<file path="src/hdl/adcsc_pkg.sv">
package adcsc_pkg;

	// register byte offsets
	localparam logic [7:0] OFS_CTRL = 8'h00;
	localparam logic [7:0] OFS_STAT = 8'h04;
	localparam logic [7:0] OFS_RES  = 8'h08;
	localparam logic [7:0] OFS_REFH = 8'h0c;
	localparam logic [7:0] OFS_REFL = 8'h10;
	localparam logic [7:0] OFS_CMP  = 8'h14;

	// control register fields
	localparam int CTRL_START = 0;
	localparam int CTRL_CONT  = 1;
	localparam int CTRL_EXTEN = 2;
	localparam int CTRL_RC_CLOCK_SELECT = 3;
	localparam int CTRL_CH_LO = 4;
	localparam int CH_W       = 3;

	// status register fields
	localparam int STAT_DONE = 0;
	localparam int STAT_BUSY = 1;

	// compare register fields
	localparam int CMP_EN   = 0;
	localparam int CMP_IE   = 1;
	localparam int CMP_OUT  = 2;
	localparam int CMP_FLAG = 3;

	// reference layout
	localparam int REFL_POS = 6;
	localparam int REFH_W   = 8;
	localparam int REFL_W   = 2;

	// conversion timing in converter clocks
	localparam int RES_W       = 10;
	localparam int CONV_CYC    = 34;
	localparam int SAMPLE_CYC  = 4;
	localparam int BIT_CYC     = 3;
	localparam int CNT_W       = 6;

endpackage : adcsc_pkg

</file>
<file path="src/hdl/adcsc_sar.sv">
`timescale 1ns/100ps
module adcsc_sar #(
	parameter int RES_W    = adcsc_pkg::RES_W,
	parameter int CONV_CYC = adcsc_pkg::CONV_CYC
) (
	// clock and reset
	input  wire logic             sys_clk,
	input  wire logic             reset,
	// control
	input  wire logic             go,
	output logic                  busy_q,
	output logic                  done_q,
	output logic [RES_W-1:0]      result_q,
	// analog core
	input  wire logic             comp_hi,
	output logic [RES_W-1:0]      code_q,
	output logic                  sample_q
);

	localparam logic [adcsc_pkg::CNT_W-1:0] LAST =
		adcsc_pkg::CNT_W'(CONV_CYC - 1);
	localparam logic [adcsc_pkg::CNT_W-1:0] SMP_END =
		adcsc_pkg::CNT_W'(adcsc_pkg::SAMPLE_CYC - 1);
	localparam logic [1:0] PH_END = 2'(adcsc_pkg::BIT_CYC - 1);
	localparam logic [RES_W-1:0] MSB = {1'b1, {(RES_W-1){1'b0}}};

	logic [adcsc_pkg::CNT_W-1:0] cnt_q;
	logic [1:0]                  ph_q;
	logic [RES_W-1:0]            mask_q;
	logic [RES_W-1:0]            kept;

	// trial code after the comparator verdict on the current bit
	assign kept = comp_hi ? code_q : (code_q & ~mask_q);

	// binary search, sample phase then one bit per trial
	always_ff @(posedge sys_clk) begin
		if (reset) begin
			busy_q   <= 1'b0;
			done_q   <= 1'b0;
			result_q <= '0;
			code_q   <= '0;
			sample_q <= 1'b0;
			cnt_q    <= '0;
			ph_q     <= '0;
			mask_q   <= '0;
		end else if (!busy_q) begin
			done_q <= 1'b0;
			if (go) begin
				busy_q   <= 1'b1;
				sample_q <= 1'b1;
				cnt_q    <= '0;
				ph_q     <= '0;
				code_q   <= '0;
				mask_q   <= MSB;
			end
		end else begin
			cnt_q <= cnt_q + 1'b1;
			if (cnt_q == SMP_END) begin
				sample_q <= 1'b0;
				code_q   <= mask_q;
			end else if (cnt_q > SMP_END) begin
				ph_q <= (ph_q == PH_END) ? 2'b00 : ph_q + 1'b1;
				if (ph_q == PH_END) begin
					mask_q <= mask_q >> 1;
					code_q <= kept | (mask_q >> 1);
				end
			end
			if (cnt_q == LAST) begin
				busy_q   <= 1'b0;
				done_q   <= 1'b1;
				result_q <= kept;
			end
		end
	end

endmodule : adcsc_sar

</file>
<file path="src/hdl/adcsc_top.sv">
// Decided for this implementation: the placing of the registers and register access over APB.
`timescale 1ns/100ps
module adcsc_top #(
	parameter int RES_W    = adcsc_pkg::RES_W,
	parameter int CONV_CYC = adcsc_pkg::CONV_CYC
) (
	// clock and reset
	input  wire logic             sys_clk,
	input  wire logic             reset,
	// apb slave
	input  wire logic             psel,
	input  wire logic             penable,
	input  wire logic             pwrite,
	input  wire logic [7:0]       paddr,
	input  wire logic [31:0]      pwdata,
	output logic      [31:0]      prdata,
	output logic                  pready,
	output logic                  pslverr,
	// analog converter core
	input  wire logic             comp_hi,
	output logic [RES_W-1:0]      sar_code,
	output logic                  sar_sample,
	output logic [2:0]            sar_channel,
	// external start trigger
	input  wire logic             ext_start,
	// power management
	input  wire logic             idle_bit,
	input  wire logic             power_down_bit,
	output logic                  cpu_wake,
	output logic                  rc_clock_select,
	// converter interrupt request
	output logic                  adc_irq
);

	// sequencer states
	typedef enum logic [0:0] {
		ST_IDLE,
		ST_CONV
	} adcsc_state_t;

	adcsc_state_t state_q;

	// control and status registers
	logic                     start_q;
	logic                     cont_q;
	logic                     exten_q;
	logic                     rc_clock_select_q;
	logic [adcsc_pkg::CH_W-1:0] ch_q;
	logic [adcsc_pkg::CH_W-1:0] conv_ch_q;
	logic                     done_flag_q;
	logic [RES_W-1:0]         result_q;
	logic [adcsc_pkg::REFH_W-1:0] refh_q;
	logic [adcsc_pkg::REFL_W-1:0] refl_q;
	logic                     cmp_en_q;
	logic                     cmp_ie_q;
	logic                     cmp_out_q;
	logic                     cmp_flag_q;
	logic                     ext_prev_q;

	// bus outputs
	logic [31:0]              prdata_q;
	logic                     pready_q;
	logic                     pslverr_q;
	logic [31:0]              rd_d;
	logic                     miss_d;

	// wake and interrupt outputs
	logic                     wake_q;
	logic                     irq_q;

	// converter engine
	logic                     sar_busy;
	logic                     sar_done;
	logic [RES_W-1:0]         sar_result;
	logic                     go;
	logic                     ext_rise;
	logic                     store;
	logic                     cmp_new;
	logic [RES_W-1:0]         ref_val;

	// bus decode strobes
	logic                     wr_en;
	logic                     wr_ctrl;
	logic                     wr_stat;
	logic                     wr_refh;
	logic                     wr_refl;
	logic                     wr_cmp;

	assign wr_en   = psel && penable && pwrite && pready_q;
	assign wr_ctrl = wr_en && (paddr == adcsc_pkg::OFS_CTRL);
	assign wr_stat = wr_en && (paddr == adcsc_pkg::OFS_STAT);
	assign wr_refh = wr_en && (paddr == adcsc_pkg::OFS_REFH);
	assign wr_refl = wr_en && (paddr == adcsc_pkg::OFS_REFL);
	assign wr_cmp  = wr_en && (paddr == adcsc_pkg::OFS_CMP);

	// reference assembled from both registers
	assign ref_val = {refh_q, refl_q};

	// start trigger edge on the external pin
	assign ext_rise = exten_q && ext_start && !ext_prev_q;

	// launch only from idle, never while a result is being finished
	assign go = start_q && (state_q == ST_IDLE) && !sar_busy && !sar_done;

	// new result is kept unless an unread single result is still flagged
	assign store = sar_done && (!done_flag_q || cont_q);

	// compare outcome of the incoming result
	assign cmp_new = (sar_result >= ref_val);

	// converter engine
	adcsc_sar #(
		.RES_W    (RES_W),
		.CONV_CYC (CONV_CYC)
	) u_sar (
		.sys_clk  (sys_clk),
		.reset    (reset),
		.go       (go),
		.busy_q   (sar_busy),
		.done_q   (sar_done),
		.result_q (sar_result),
		.comp_hi  (comp_hi),
		.code_q   (sar_code),
		.sample_q (sar_sample)
	);

	// sequencer state
	always_ff @(posedge sys_clk) begin
		if (reset) begin
			state_q <= ST_IDLE;
		end else begin
			case (state_q)
				ST_IDLE: begin
					if (go) begin
						state_q <= ST_CONV;
					end
				end
				ST_CONV: begin
					if (sar_done) begin
						state_q <= ST_IDLE;
					end
				end
				default: begin
					state_q <= ST_IDLE;
				end
			endcase
		end
	end

	// channel held for the whole conversion
	always_ff @(posedge sys_clk) begin
		if (reset) begin
			conv_ch_q <= '0;
		end else if (go) begin
			conv_ch_q <= ch_q;
		end
	end

	// external pin history for edge detection
	always_ff @(posedge sys_clk) begin
		if (reset) begin
			ext_prev_q <= 1'b0;
		end else begin
			ext_prev_q <= ext_start;
		end
	end

	// start bit: software or trigger set, hardware clear at end of a single conversion
	always_ff @(posedge sys_clk) begin
		if (reset) begin
			start_q <= 1'b0;
		end else if (wr_ctrl) begin
			start_q <= pwdata[adcsc_pkg::CTRL_START]; // software write wins
		end else if (ext_rise && !sar_busy) begin
			start_q <= 1'b1;
		end else if (sar_done && !cont_q) begin
			start_q <= 1'b0;
		end
	end

	// mode, trigger enable and channel select
	always_ff @(posedge sys_clk) begin
		if (reset) begin
			cont_q  <= 1'b0;
			exten_q <= 1'b0;
			ch_q    <= '0;
		end else if (wr_ctrl) begin
			cont_q  <= pwdata[adcsc_pkg::CTRL_CONT];
			exten_q <= pwdata[adcsc_pkg::CTRL_EXTEN];
			ch_q    <= pwdata[adcsc_pkg::CTRL_CH_LO +: adcsc_pkg::CH_W];
		end
	end

	// rc clock select, frozen while the converter is in use
	always_ff @(posedge sys_clk) begin
		if (reset) begin
			rc_clock_select_q <= 1'b0;
		end else if (wr_ctrl && !start_q && !sar_busy) begin
			rc_clock_select_q <= pwdata[adcsc_pkg::CTRL_RC_CLOCK_SELECT];
		end
	end

	// done flag, set wins over software clear
	always_ff @(posedge sys_clk) begin
		if (reset) begin
			done_flag_q <= 1'b0;
		end else if (sar_done) begin
			done_flag_q <= 1'b1;
		end else if (wr_stat && !pwdata[adcsc_pkg::STAT_DONE]) begin
			done_flag_q <= 1'b0;
		end
	end

	// stored conversion result
	always_ff @(posedge sys_clk) begin
		if (reset) begin
			result_q <= '0;
		end else if (store) begin
			result_q <= sar_result;
		end
	end

	// reference value, locked while compare is enabled
	always_ff @(posedge sys_clk) begin
		if (reset) begin
			refh_q <= '0;
			refl_q <= '0;
		end else begin
			if (wr_refh && !cmp_en_q) begin
				refh_q <= pwdata[adcsc_pkg::REFH_W-1:0];
			end
			if (wr_refl && !cmp_en_q) begin
				refl_q <= pwdata[adcsc_pkg::REFL_POS +: adcsc_pkg::REFL_W];
			end
		end
	end

	// compare enables
	always_ff @(posedge sys_clk) begin
		if (reset) begin
			cmp_en_q <= 1'b0;
			cmp_ie_q <= 1'b0;
		end else if (wr_cmp) begin
			cmp_en_q <= pwdata[adcsc_pkg::CMP_EN];
			cmp_ie_q <= pwdata[adcsc_pkg::CMP_IE];
		end
	end

	// compare output bit follows each stored result while compare is enabled
	always_ff @(posedge sys_clk) begin
		if (reset) begin
			cmp_out_q <= 1'b0;
		end else if (store && cmp_en_q) begin
			cmp_out_q <= cmp_new;
		end
	end

	// compare change flag, cleared only by writing zero
	always_ff @(posedge sys_clk) begin
		if (reset) begin
			cmp_flag_q <= 1'b0;
		end else if (store && cmp_en_q && (cmp_new != cmp_out_q)) begin
			cmp_flag_q <= 1'b1;
		end else if (wr_cmp && !pwdata[adcsc_pkg::CMP_FLAG]) begin
			cmp_flag_q <= 1'b0;
		end
	end

	// converter interrupt request level
	always_ff @(posedge sys_clk) begin
		if (reset) begin
			irq_q <= 1'b0;
		end else begin
			irq_q <= done_flag_q || (cmp_flag_q && cmp_ie_q);
		end
	end

	// wake pulse when a conversion ends while the cpu sleeps
	always_ff @(posedge sys_clk) begin
		if (reset) begin
			wake_q <= 1'b0;
		end else begin
			wake_q <= sar_done && (idle_bit || power_down_bit);
		end
	end

	// read data and unmapped detection
	always_comb begin
		rd_d   = '0;
		miss_d = 1'b0;
		if (paddr == adcsc_pkg::OFS_CTRL) begin
			rd_d[adcsc_pkg::CTRL_START] = start_q;
			rd_d[adcsc_pkg::CTRL_CONT]  = cont_q;
			rd_d[adcsc_pkg::CTRL_EXTEN] = exten_q;
			rd_d[adcsc_pkg::CTRL_RC_CLOCK_SELECT] = rc_clock_select_q;
			rd_d[adcsc_pkg::CTRL_CH_LO +: adcsc_pkg::CH_W] = ch_q;
		end else if (paddr == adcsc_pkg::OFS_STAT) begin
			rd_d[adcsc_pkg::STAT_DONE] = done_flag_q;
			rd_d[adcsc_pkg::STAT_BUSY] = sar_busy;
		end else if (paddr == adcsc_pkg::OFS_RES) begin
			rd_d[RES_W-1:0] = result_q;
		end else if (paddr == adcsc_pkg::OFS_REFH) begin
			rd_d[adcsc_pkg::REFH_W-1:0] = refh_q;
		end else if (paddr == adcsc_pkg::OFS_REFL) begin
			rd_d[adcsc_pkg::REFL_POS +: adcsc_pkg::REFL_W] = refl_q;
		end else if (paddr == adcsc_pkg::OFS_CMP) begin
			rd_d[adcsc_pkg::CMP_EN]   = cmp_en_q;
			rd_d[adcsc_pkg::CMP_IE]   = cmp_ie_q;
			rd_d[adcsc_pkg::CMP_OUT]  = cmp_out_q;
			rd_d[adcsc_pkg::CMP_FLAG] = cmp_flag_q; // reading leaves it set
		end else begin
			miss_d = 1'b1;
		end
	end

	// apb answer, ready in the first access cycle
	always_ff @(posedge sys_clk) begin
		if (reset) begin
			pready_q  <= 1'b0;
			prdata_q  <= '0;
			pslverr_q <= 1'b0;
		end else if (psel && !penable && !pready_q) begin
			pready_q  <= 1'b1;
			prdata_q  <= pwrite ? 32'h0000_0000 : rd_d;
			pslverr_q <= miss_d;
		end else begin
			pready_q  <= 1'b0;
			pslverr_q <= 1'b0;
		end
	end

	// outputs straight from flip-flops
	assign prdata          = prdata_q;
	assign pready          = pready_q;
	assign pslverr         = pslverr_q;
	assign sar_channel     = conv_ch_q;
	assign cpu_wake        = wake_q;
	assign rc_clock_select = rc_clock_select_q;
	assign adc_irq         = irq_q;

endmodule : adcsc_top

</file>
<file path="config.mk">
export PLATFORM = sky130hd
export DESIGN_NAME = adcsc_top
export DESIGN_NICKNAME = d
export VERILOG_FILES = /design/src/hdl/adcsc_pkg.sv /design/src/hdl/adcsc_sar.sv /design/src/hdl/adcsc_top.sv
export SDC_FILE = /design/constraint.sdc
export NUM_CORES = 1
export LEC_CHECK = 0
export BUFFER_PORTS_ARGS = -buffer_cell sky130_fd_sc_hd__clkbuf_2
export CORE_UTILIZATION = 40
export DETAILED_ROUTE_END_ITERATION = 10
export HOLD_SLACK_MARGIN = 0.05
export PLACE_DENSITY = 0.69
export SLEW_MARGIN = 20
export SYNTH_ARGS = -nofsm -noshare
export SYNTH_HDL_FRONTEND = slang
export SYNTH_SLANG_ARGS = --single-unit
</file>
<file path="constraint.sdc">
create_clock -name sys_clk -period 4.58 [get_ports sys_clk]
set_input_delay 0.916 -clock sys_clk [delete_from_list [all_inputs] [get_ports sys_clk]]
set_output_delay 0.916 -clock sys_clk [all_outputs]
set_load 0.05 [all_outputs]
</file>
==> results.toml, run 1 <==
[floorplan]
dieArea_um2 = 11700
rows = 38
placeableCoreArea_um2 = 10900
ios = 100
die_y_um = 108
initial_standard_cell_utilization_of_the_core_pct = 41.4
die_x_um = 108

[global_route]
first_pass_grt_wire_length_um = 17500
vias_in_the_first_global_route = 3660
pin_count_of_the_biggest_net_entering_global_routing = 48
grt.overflow.total = 0
gr-usage-all-layers_pct = 19.1
antenna_found_initial = 0

[sta]
slew_headroom_pct = 34.9
timing.final.max_slew_violations = 0
final_min_period_over_clock_period_pct = 55.5
hold_viol_final = 0
period_minus_slack_ns = 2.54
finalClockSkew_ns = 0.00671
final-setup-viol-count = 0
totalNegativeSetupSlack_ns = 0
rsz0062_at_grt = "no"
fmax_mhz = 394
worst_hold_slack_ns = 0.463
worst_slew_pin_slew_ns = 0.974

[placed_design]
dp_hpwl_um = 7740
placement.io_buffers = 53
gp_routability_congestion = 0.864

[layout]
finalNetCount = 652
n_antenna_cell = 0
synthToLayoutAreaGrowth_pct = 9.03
drive_gt1_share_pct = 13.9

[setup_path]
path_class = "in2reg"
worst-path-buf-inv = 1
timing.critical_path.cells = "clkbuf_2 -> nor4b_1 -> nand4_1 -> o21ai_0 -> o21a_1 -> o221ai_1"
worst_path_arrival_ns = 2.75
critical_path_required_ns = 4.79
critical_path.top_delay_family = "simple AND/OR/NAND/NOR gates"
crit_path_max_fanout = 20
cpPeakStageDelay_ns = 0.67
cp-end-kind = "register"
crit_path_start_kind = "input port"
cpMaxStageDelayCell = "sky130_fd_sc_hd__nor4b_1"

[clock_network]
clockRootBuffer = "sky130_fd_sc_hd__clkbuf_8"
cts.repair.resized = 0
clkLatencyLatePin_ns = 0.37
cts-root-to-sink-buffers = 2
cts-buffers-inserted = 9
cts_setup_buffers = 0
clock_tree_from_tritoncts = "done"
htree_levels = 3
numClockSinks = 92
cts.clk_slew.worst_paths_ns = 0.09
cts_hold_buffers = 0

[logic_synthesis]
syn-instance-count = 559
synth_async_reset_ratio_pct = 0
ys_dominant_reg_cell = "sky130_fd_sc_hd__dfxtp_1"
yosysSeqAreaShare_pct = 40.9
yosysUniqueCellTypes = 56
cell_area_after_technology_mapping_um2 = 4500
number_of_enable_type_register_cells_in_the_synthesized_netlist = 0
synth.yosys.warnings = 0
ys_ff_latch = 92
syn_area_per_cell_um2 = 8.06

[min_path]
timing.hold.worst.class = "reg2reg"

[power_and_ir_drop]
power.density_cell_area_nw_per_um2 = 295
cellLeakagePower_uw = 0.00180
max-vdd-ir-drop_uv = 164

[route]
post_drt_wl_per_cell_um = 14.6
drt-vias-per-instance = 5.52
drtAntennaViolNets = 0
drt_initial_violations = 185
first_pass_drt_iterations = 5
detail_route.wirelength_um = 10700
vias = 4066
drt_drc_violations_left = 0

[run]
cap_violations = 0

[run_status]
status = "complete, no violations"
-- logic make-up after synthesis --
group | after synthesis | synth area share [%]
muxes | 16 | 3.61
DFF | 92 | 40.9
and+or+nand+nor | 219 | 23.5
AOI/OAI and AO/OA | 140 | 19.3
adders and majority gates | 12 | 3.33
buffers and inverters | 79 | 9.25
other | 1 | 0.0833
-- state kept, by name, indices dropped and copies added, names as in the netlist, 2 cells and up --
signal          cells
refl_q              2
u_sar.cnt_q         6
ch_q                3
prdata             10
u_sar.code_q       10
refh_q              8
sar_channel         3
result_q           10
u_sar.ph_q          2
u_sar.result_q     10
u_sar.mask_q       10
-- worst reg2reg max path, cell delays in order (launching register included) --
cell	delay, ns
sky130_fd_sc_hd__dfxtp_1	0.73
sky130_fd_sc_hd__inv_1	0.46
sky130_fd_sc_hd__a21o_1	0.45
sky130_fd_sc_hd__o21ai_4	0.39
sky130_fd_sc_hd__a311oi_1	0.10
sky130_fd_sc_hd__a211oi_1	0.21
-- final timing paths --
path | startpoint | to | slack [ns] | cells past startpoint
worst max-delay path | paddr[2] | cmp_flag_q | 2.04 | 6
worst min-delay path | result_q[3] | result_q[3] | 0.46 | 2
worst max register to register | u_sar.busy_q | u_sar.code_q[0] | 2.17 | 5
worst min register to register | result_q[3] | result_q[3] | 0.46 | 2
-- synth_stat cells, types with 3 or more instances --
cell type	count	area (um2)
sky130_fd_sc_hd__a2111oi_0	5	43.8
sky130_fd_sc_hd__a211oi_1	5	37.5
sky130_fd_sc_hd__a21oi_1	69	345
sky130_fd_sc_hd__a22oi_1	7	52.6
sky130_fd_sc_hd__a311oi_1	10	87.6
sky130_fd_sc_hd__a32oi_1	4	35.0
sky130_fd_sc_hd__buf_2	4	20.0
sky130_fd_sc_hd__buf_4	24	180
sky130_fd_sc_hd__buf_6	3	33.8
sky130_fd_sc_hd__clkbuf_1	20	75.1
sky130_fd_sc_hd__dfxtp_1	92	1840
sky130_fd_sc_hd__ha_1	12	150
sky130_fd_sc_hd__inv_1	24	90.1
sky130_fd_sc_hd__mux2i_1	14	140
sky130_fd_sc_hd__nand2_1	47	176
sky130_fd_sc_hd__nand2b_1	4	25.0
sky130_fd_sc_hd__nand3_1	25	125
sky130_fd_sc_hd__nand4_1	4	25.0
sky130_fd_sc_hd__nor2_1	81	304
sky130_fd_sc_hd__nor2b_1	3	18.8
sky130_fd_sc_hd__nor3_1	23	115
sky130_fd_sc_hd__nor3b_1	5	37.5
sky130_fd_sc_hd__nor4_1	3	18.8
sky130_fd_sc_hd__nor4b_1	3	26.3
sky130_fd_sc_hd__o21a_1	3	22.5
sky130_fd_sc_hd__o21ai_0	25	125
-- placed cells by master (no fill, tap or decap), types with 12 or more instances in the layout --
| cell | synthesis | routed |
|---|---|---|
| sky130_fd_sc_hd__o21ai_0 | 25 | 25 |
| sky130_fd_sc_hd__nor3_1 | 23 | 23 |
| sky130_fd_sc_hd__a21oi_1 | 69 | 69 |
| sky130_fd_sc_hd__ha_1 | 12 | 12 |
| sky130_fd_sc_hd__inv_1 | 24 | 24 |
| sky130_fd_sc_hd__nor2_1 | 81 | 81 |
| sky130_fd_sc_hd__nand2_1 | 47 | 47 |
| sky130_fd_sc_hd__dfxtp_1 | 92 | 92 |
| sky130_fd_sc_hd__mux2i_1 | 14 | 14 |
| sky130_fd_sc_hd__clkbuf_2 | 2 | 53 |
| sky130_fd_sc_hd__nand3_1 | 25 | 25 |
| sky130_fd_sc_hd__conb_1 | 1 | 22 |
-- power breakdown --
part           switching [uW]  total [uW]  leakage [uW]  internal, uW
clock                     298         552     0.0000918           254
combinational            79.7        95.4      0.000964          15.7
sequential              0.707         801      0.000741           800
total                     379        1450       0.00180          1070
-- area by class of cell --
| cell class | instances | area, um2 |
|---|---|---|
| fill | 1087 | 5980 |
| clock buffer | 9 | 124 |
| multi-input combinational | 409 | 2320 |
| inverter | 24 | 90.1 |
| timing repair buffer | 55 | 280 |
| sequential | 92 | 1840 |
| clock inverter | 7 | 75.1 |
| tap | 140 | 175 |
-- metal layers --
metal	GRT usage [%]	routed length, um
met5	0	0
met4	7.93	224
met3	4.16	599
met1	24.9	4980
met2	30.3	4930
-- per-stage QoR --
step	instances	util [%]	total power, uW	instance area, um2	setup WS [ns]
6_report	736	45.1	1450	4910	2.04
4_1_cts	736	45.1	1460	4910	2.10
3_5_place_dp	720	43.3	915	4710	1.71
5_1_grt	736	45.1	1500	4910	1.83
2_1_floorplan	580	-	905	4580	2.18
3_3_place_gp	720	43.3	914	4710	1.73
No activity file was read; power rests on OpenSTA's default activity.
==> inputs of run 2 (changes only) <==
Settings changed: PLACE_DENSITY 0.69 to 0.71.
Clock period 4.58 ns to 2.25 ns, I/O delays scaled along.
==> run 2 against run 1 <==
Against the previous run: sequential power rose by 100%; cell area increased by 3.6%; clock skew up 0.0044 ns; final cell count grew 2.9%; register-to-register slack got worse by 1.9 ns; critical path depth rose by 1; clock power rose by 110%; count of clock-buffer cells in the layout rose by 2; first-iteration DRC count increased by 8.6%; largest cell class unchanged.
==> results.toml, run 2 (same netlist as run 1, synthesis figures left out) <==
[layout]
final.fill_count = 1052
multiInputGateArea_um2 = 2320
synthToLayoutAreaGrowth_pct = 13.0
n_antenna_cell = 0
layout.cells.most_common = "sky130_fd_sc_hd__dfxtp_1"
layout_common_cells = "sky130_fd_sc_hd__dfxtp_1, sky130_fd_sc_hd__nor2_1, sky130_fd_sc_hd__a21oi_1"
drive_gt1_share_pct = 16.9
layout.area.seq_um2 = 1840
finalNetCount = 674

[floorplan]
ios = 100
placeableCoreArea_um2 = 10900
die_x_um = 108
dieArea_um2 = 11700
die_y_um = 108
rows = 38
initial_standard_cell_utilization_of_the_core_pct = 41.4

[clock_network]
cts-root-to-sink-buffers = 2
cts-buffers-inserted = 9
clkLatencyLatePin_ns = 0.37
clock_tree_from_tritoncts = "done"
cts_hold_buffers = 0
htree_levels = 3
clockRootBuffer = "sky130_fd_sc_hd__clkbuf_8"
cts.clk_slew.worst_paths_ns = 0.09
numClockSinks = 92
cts.repair.resized = 0
cts_setup_buffers = 0

[placed_design]
dp_hpwl_um = 8160
placement.io_buffers = 53
gp_routability_congestion = 0.854

[run]
cap_violations = 0

[sta]
period_minus_slack_ns = 1.98
hold_viol_final = 0
timing.final.max_slew_violations = 0
final_min_period_over_clock_period_pct = 87.8
worst_slew_pin_slew_ns = 0.628
worst_hold_slack_ns = 0.313
slew_headroom_pct = 58.1
finalClockSkew_ns = 0.0111
rsz0062_at_grt = "no"
final-setup-viol-count = 0
totalNegativeSetupSlack_ns = 0
fmax_mhz = 506

[global_route]
first_pass_grt_wire_length_um = 18200
grt.overflow.total = 0
gr-usage-all-layers_pct = 19.8
antenna_found_initial = 0
pin_count_of_the_biggest_net_entering_global_routing = 67
vias_in_the_first_global_route = 3735

[route]
drt_drc_violations_left = 0
post_drt_wl_per_cell_um = 15.1
vias = 4122
drt_initial_violations = 201
drt-vias-per-instance = 5.45
first_pass_drt_iterations = 4
detail_route.wirelength_um = 11400
drtAntennaViolNets = 0

[run_status]
status = "complete, no violations"

[setup_path]
cpPeakStageDelay_ns = 0.50
timing.critical_path.cells = "buf_4 -> inv_1 -> a21o_1 -> buf_4 -> o21ai_4 -> a311oi_1 -> a211oi_1"
worst_path_arrival_ns = 2.25
path_common_cell = "sky130_fd_sc_hd__buf_4"
cpMaxStageDelayCell = "sky130_fd_sc_hd__dfxtp_1"
crit_path_max_fanout = 10
path_class = "reg2reg"
crit_path_start_kind = "register"
critical_path_required_ns = 2.52
cp-end-kind = "register"

[min_path]
timing.hold.worst.class = "in2reg"

[power_and_ir_drop]
cellLeakagePower_uw = 0.00192
max-vdd-ir-drop_uv = 377
report.power.total_uw = 2980
power.density_cell_area_nw_per_um2 = 585
## run 2: changes by cell type in the layout (fill, tap and decap cells not counted)
cell                         change
sky130_fd_sc_hd__clkinv_2        +1
sky130_fd_sc_hd__buf_4          +21
sky130_fd_sc_hd__clkinvlp_4      -3
sky130_fd_sc_hd__inv_6           -1
sky130_fd_sc_hd__clkbuf_8        +2
sky130_fd_sc_hd__buf_12          +1
## run 2: worst paths after layout
kind	startpoint	to	slack (ns)	cells past startpoint
worst max-delay path	u_sar.busy_q	u_sar.code_q[0]	0.27	7
worst min-delay path	ext_start	ext_prev_q	0.31	2
worst max register to register	u_sar.busy_q	u_sar.code_q[0]	0.27	7
worst min register to register	sar_channel[0]	sar_channel[0]	0.46	2
## run 2: metal layers
metal / part of all wire [%] / GRT usage, % / vias to the layer above
li1: - / - / 2039
met1: 46 / 25.7 / 1918
met2: 47 / 33.3 / 152
met3: 5.7 / 4.04 / 13
met4: 1.1 / 5.38 / 0
met5: 0 / 0 / -
## run 2: power by group
group | switching [uW] | internal [uW] | leakage, uW
logic | 167 | 40.6 | 0.00108
registers | 1.61 | 1630 | 0.000741
clock network | 575 | 567 | 0.000105
total | 743 | 2240 | 0.00192
## run 2: final cells by class
class	instances	area share (%)
clock buffer	11	2.97
clock inverter	4	0.959
inverter	24	1.77
multi-input combinational	409	45.7
sequential	92	36.2
tap	140	3.44
timing repair buffer	77	9.00
## run 2: worst max-delay path: cells and delay by family (launching register included)
kind                   cells  cell delay, ns
AO/OA/AOI/OAI              4            0.89
flip-flops                 1            0.50
buffers and inverters      3            0.50
## run 2: stage by stage
step	worst slack [ns]	std cells	utilization (%)	cell area [um2]
after floorplan	0.212	580	-	4580
after global placement	0.115	742	44.9	4890
after detailed placement	0.0951	742	44.9	4890
after CTS	0.299	757	46.7	5090
after global routing	0.141	757	46.7	5090
final	0.274	757	46.7	5090
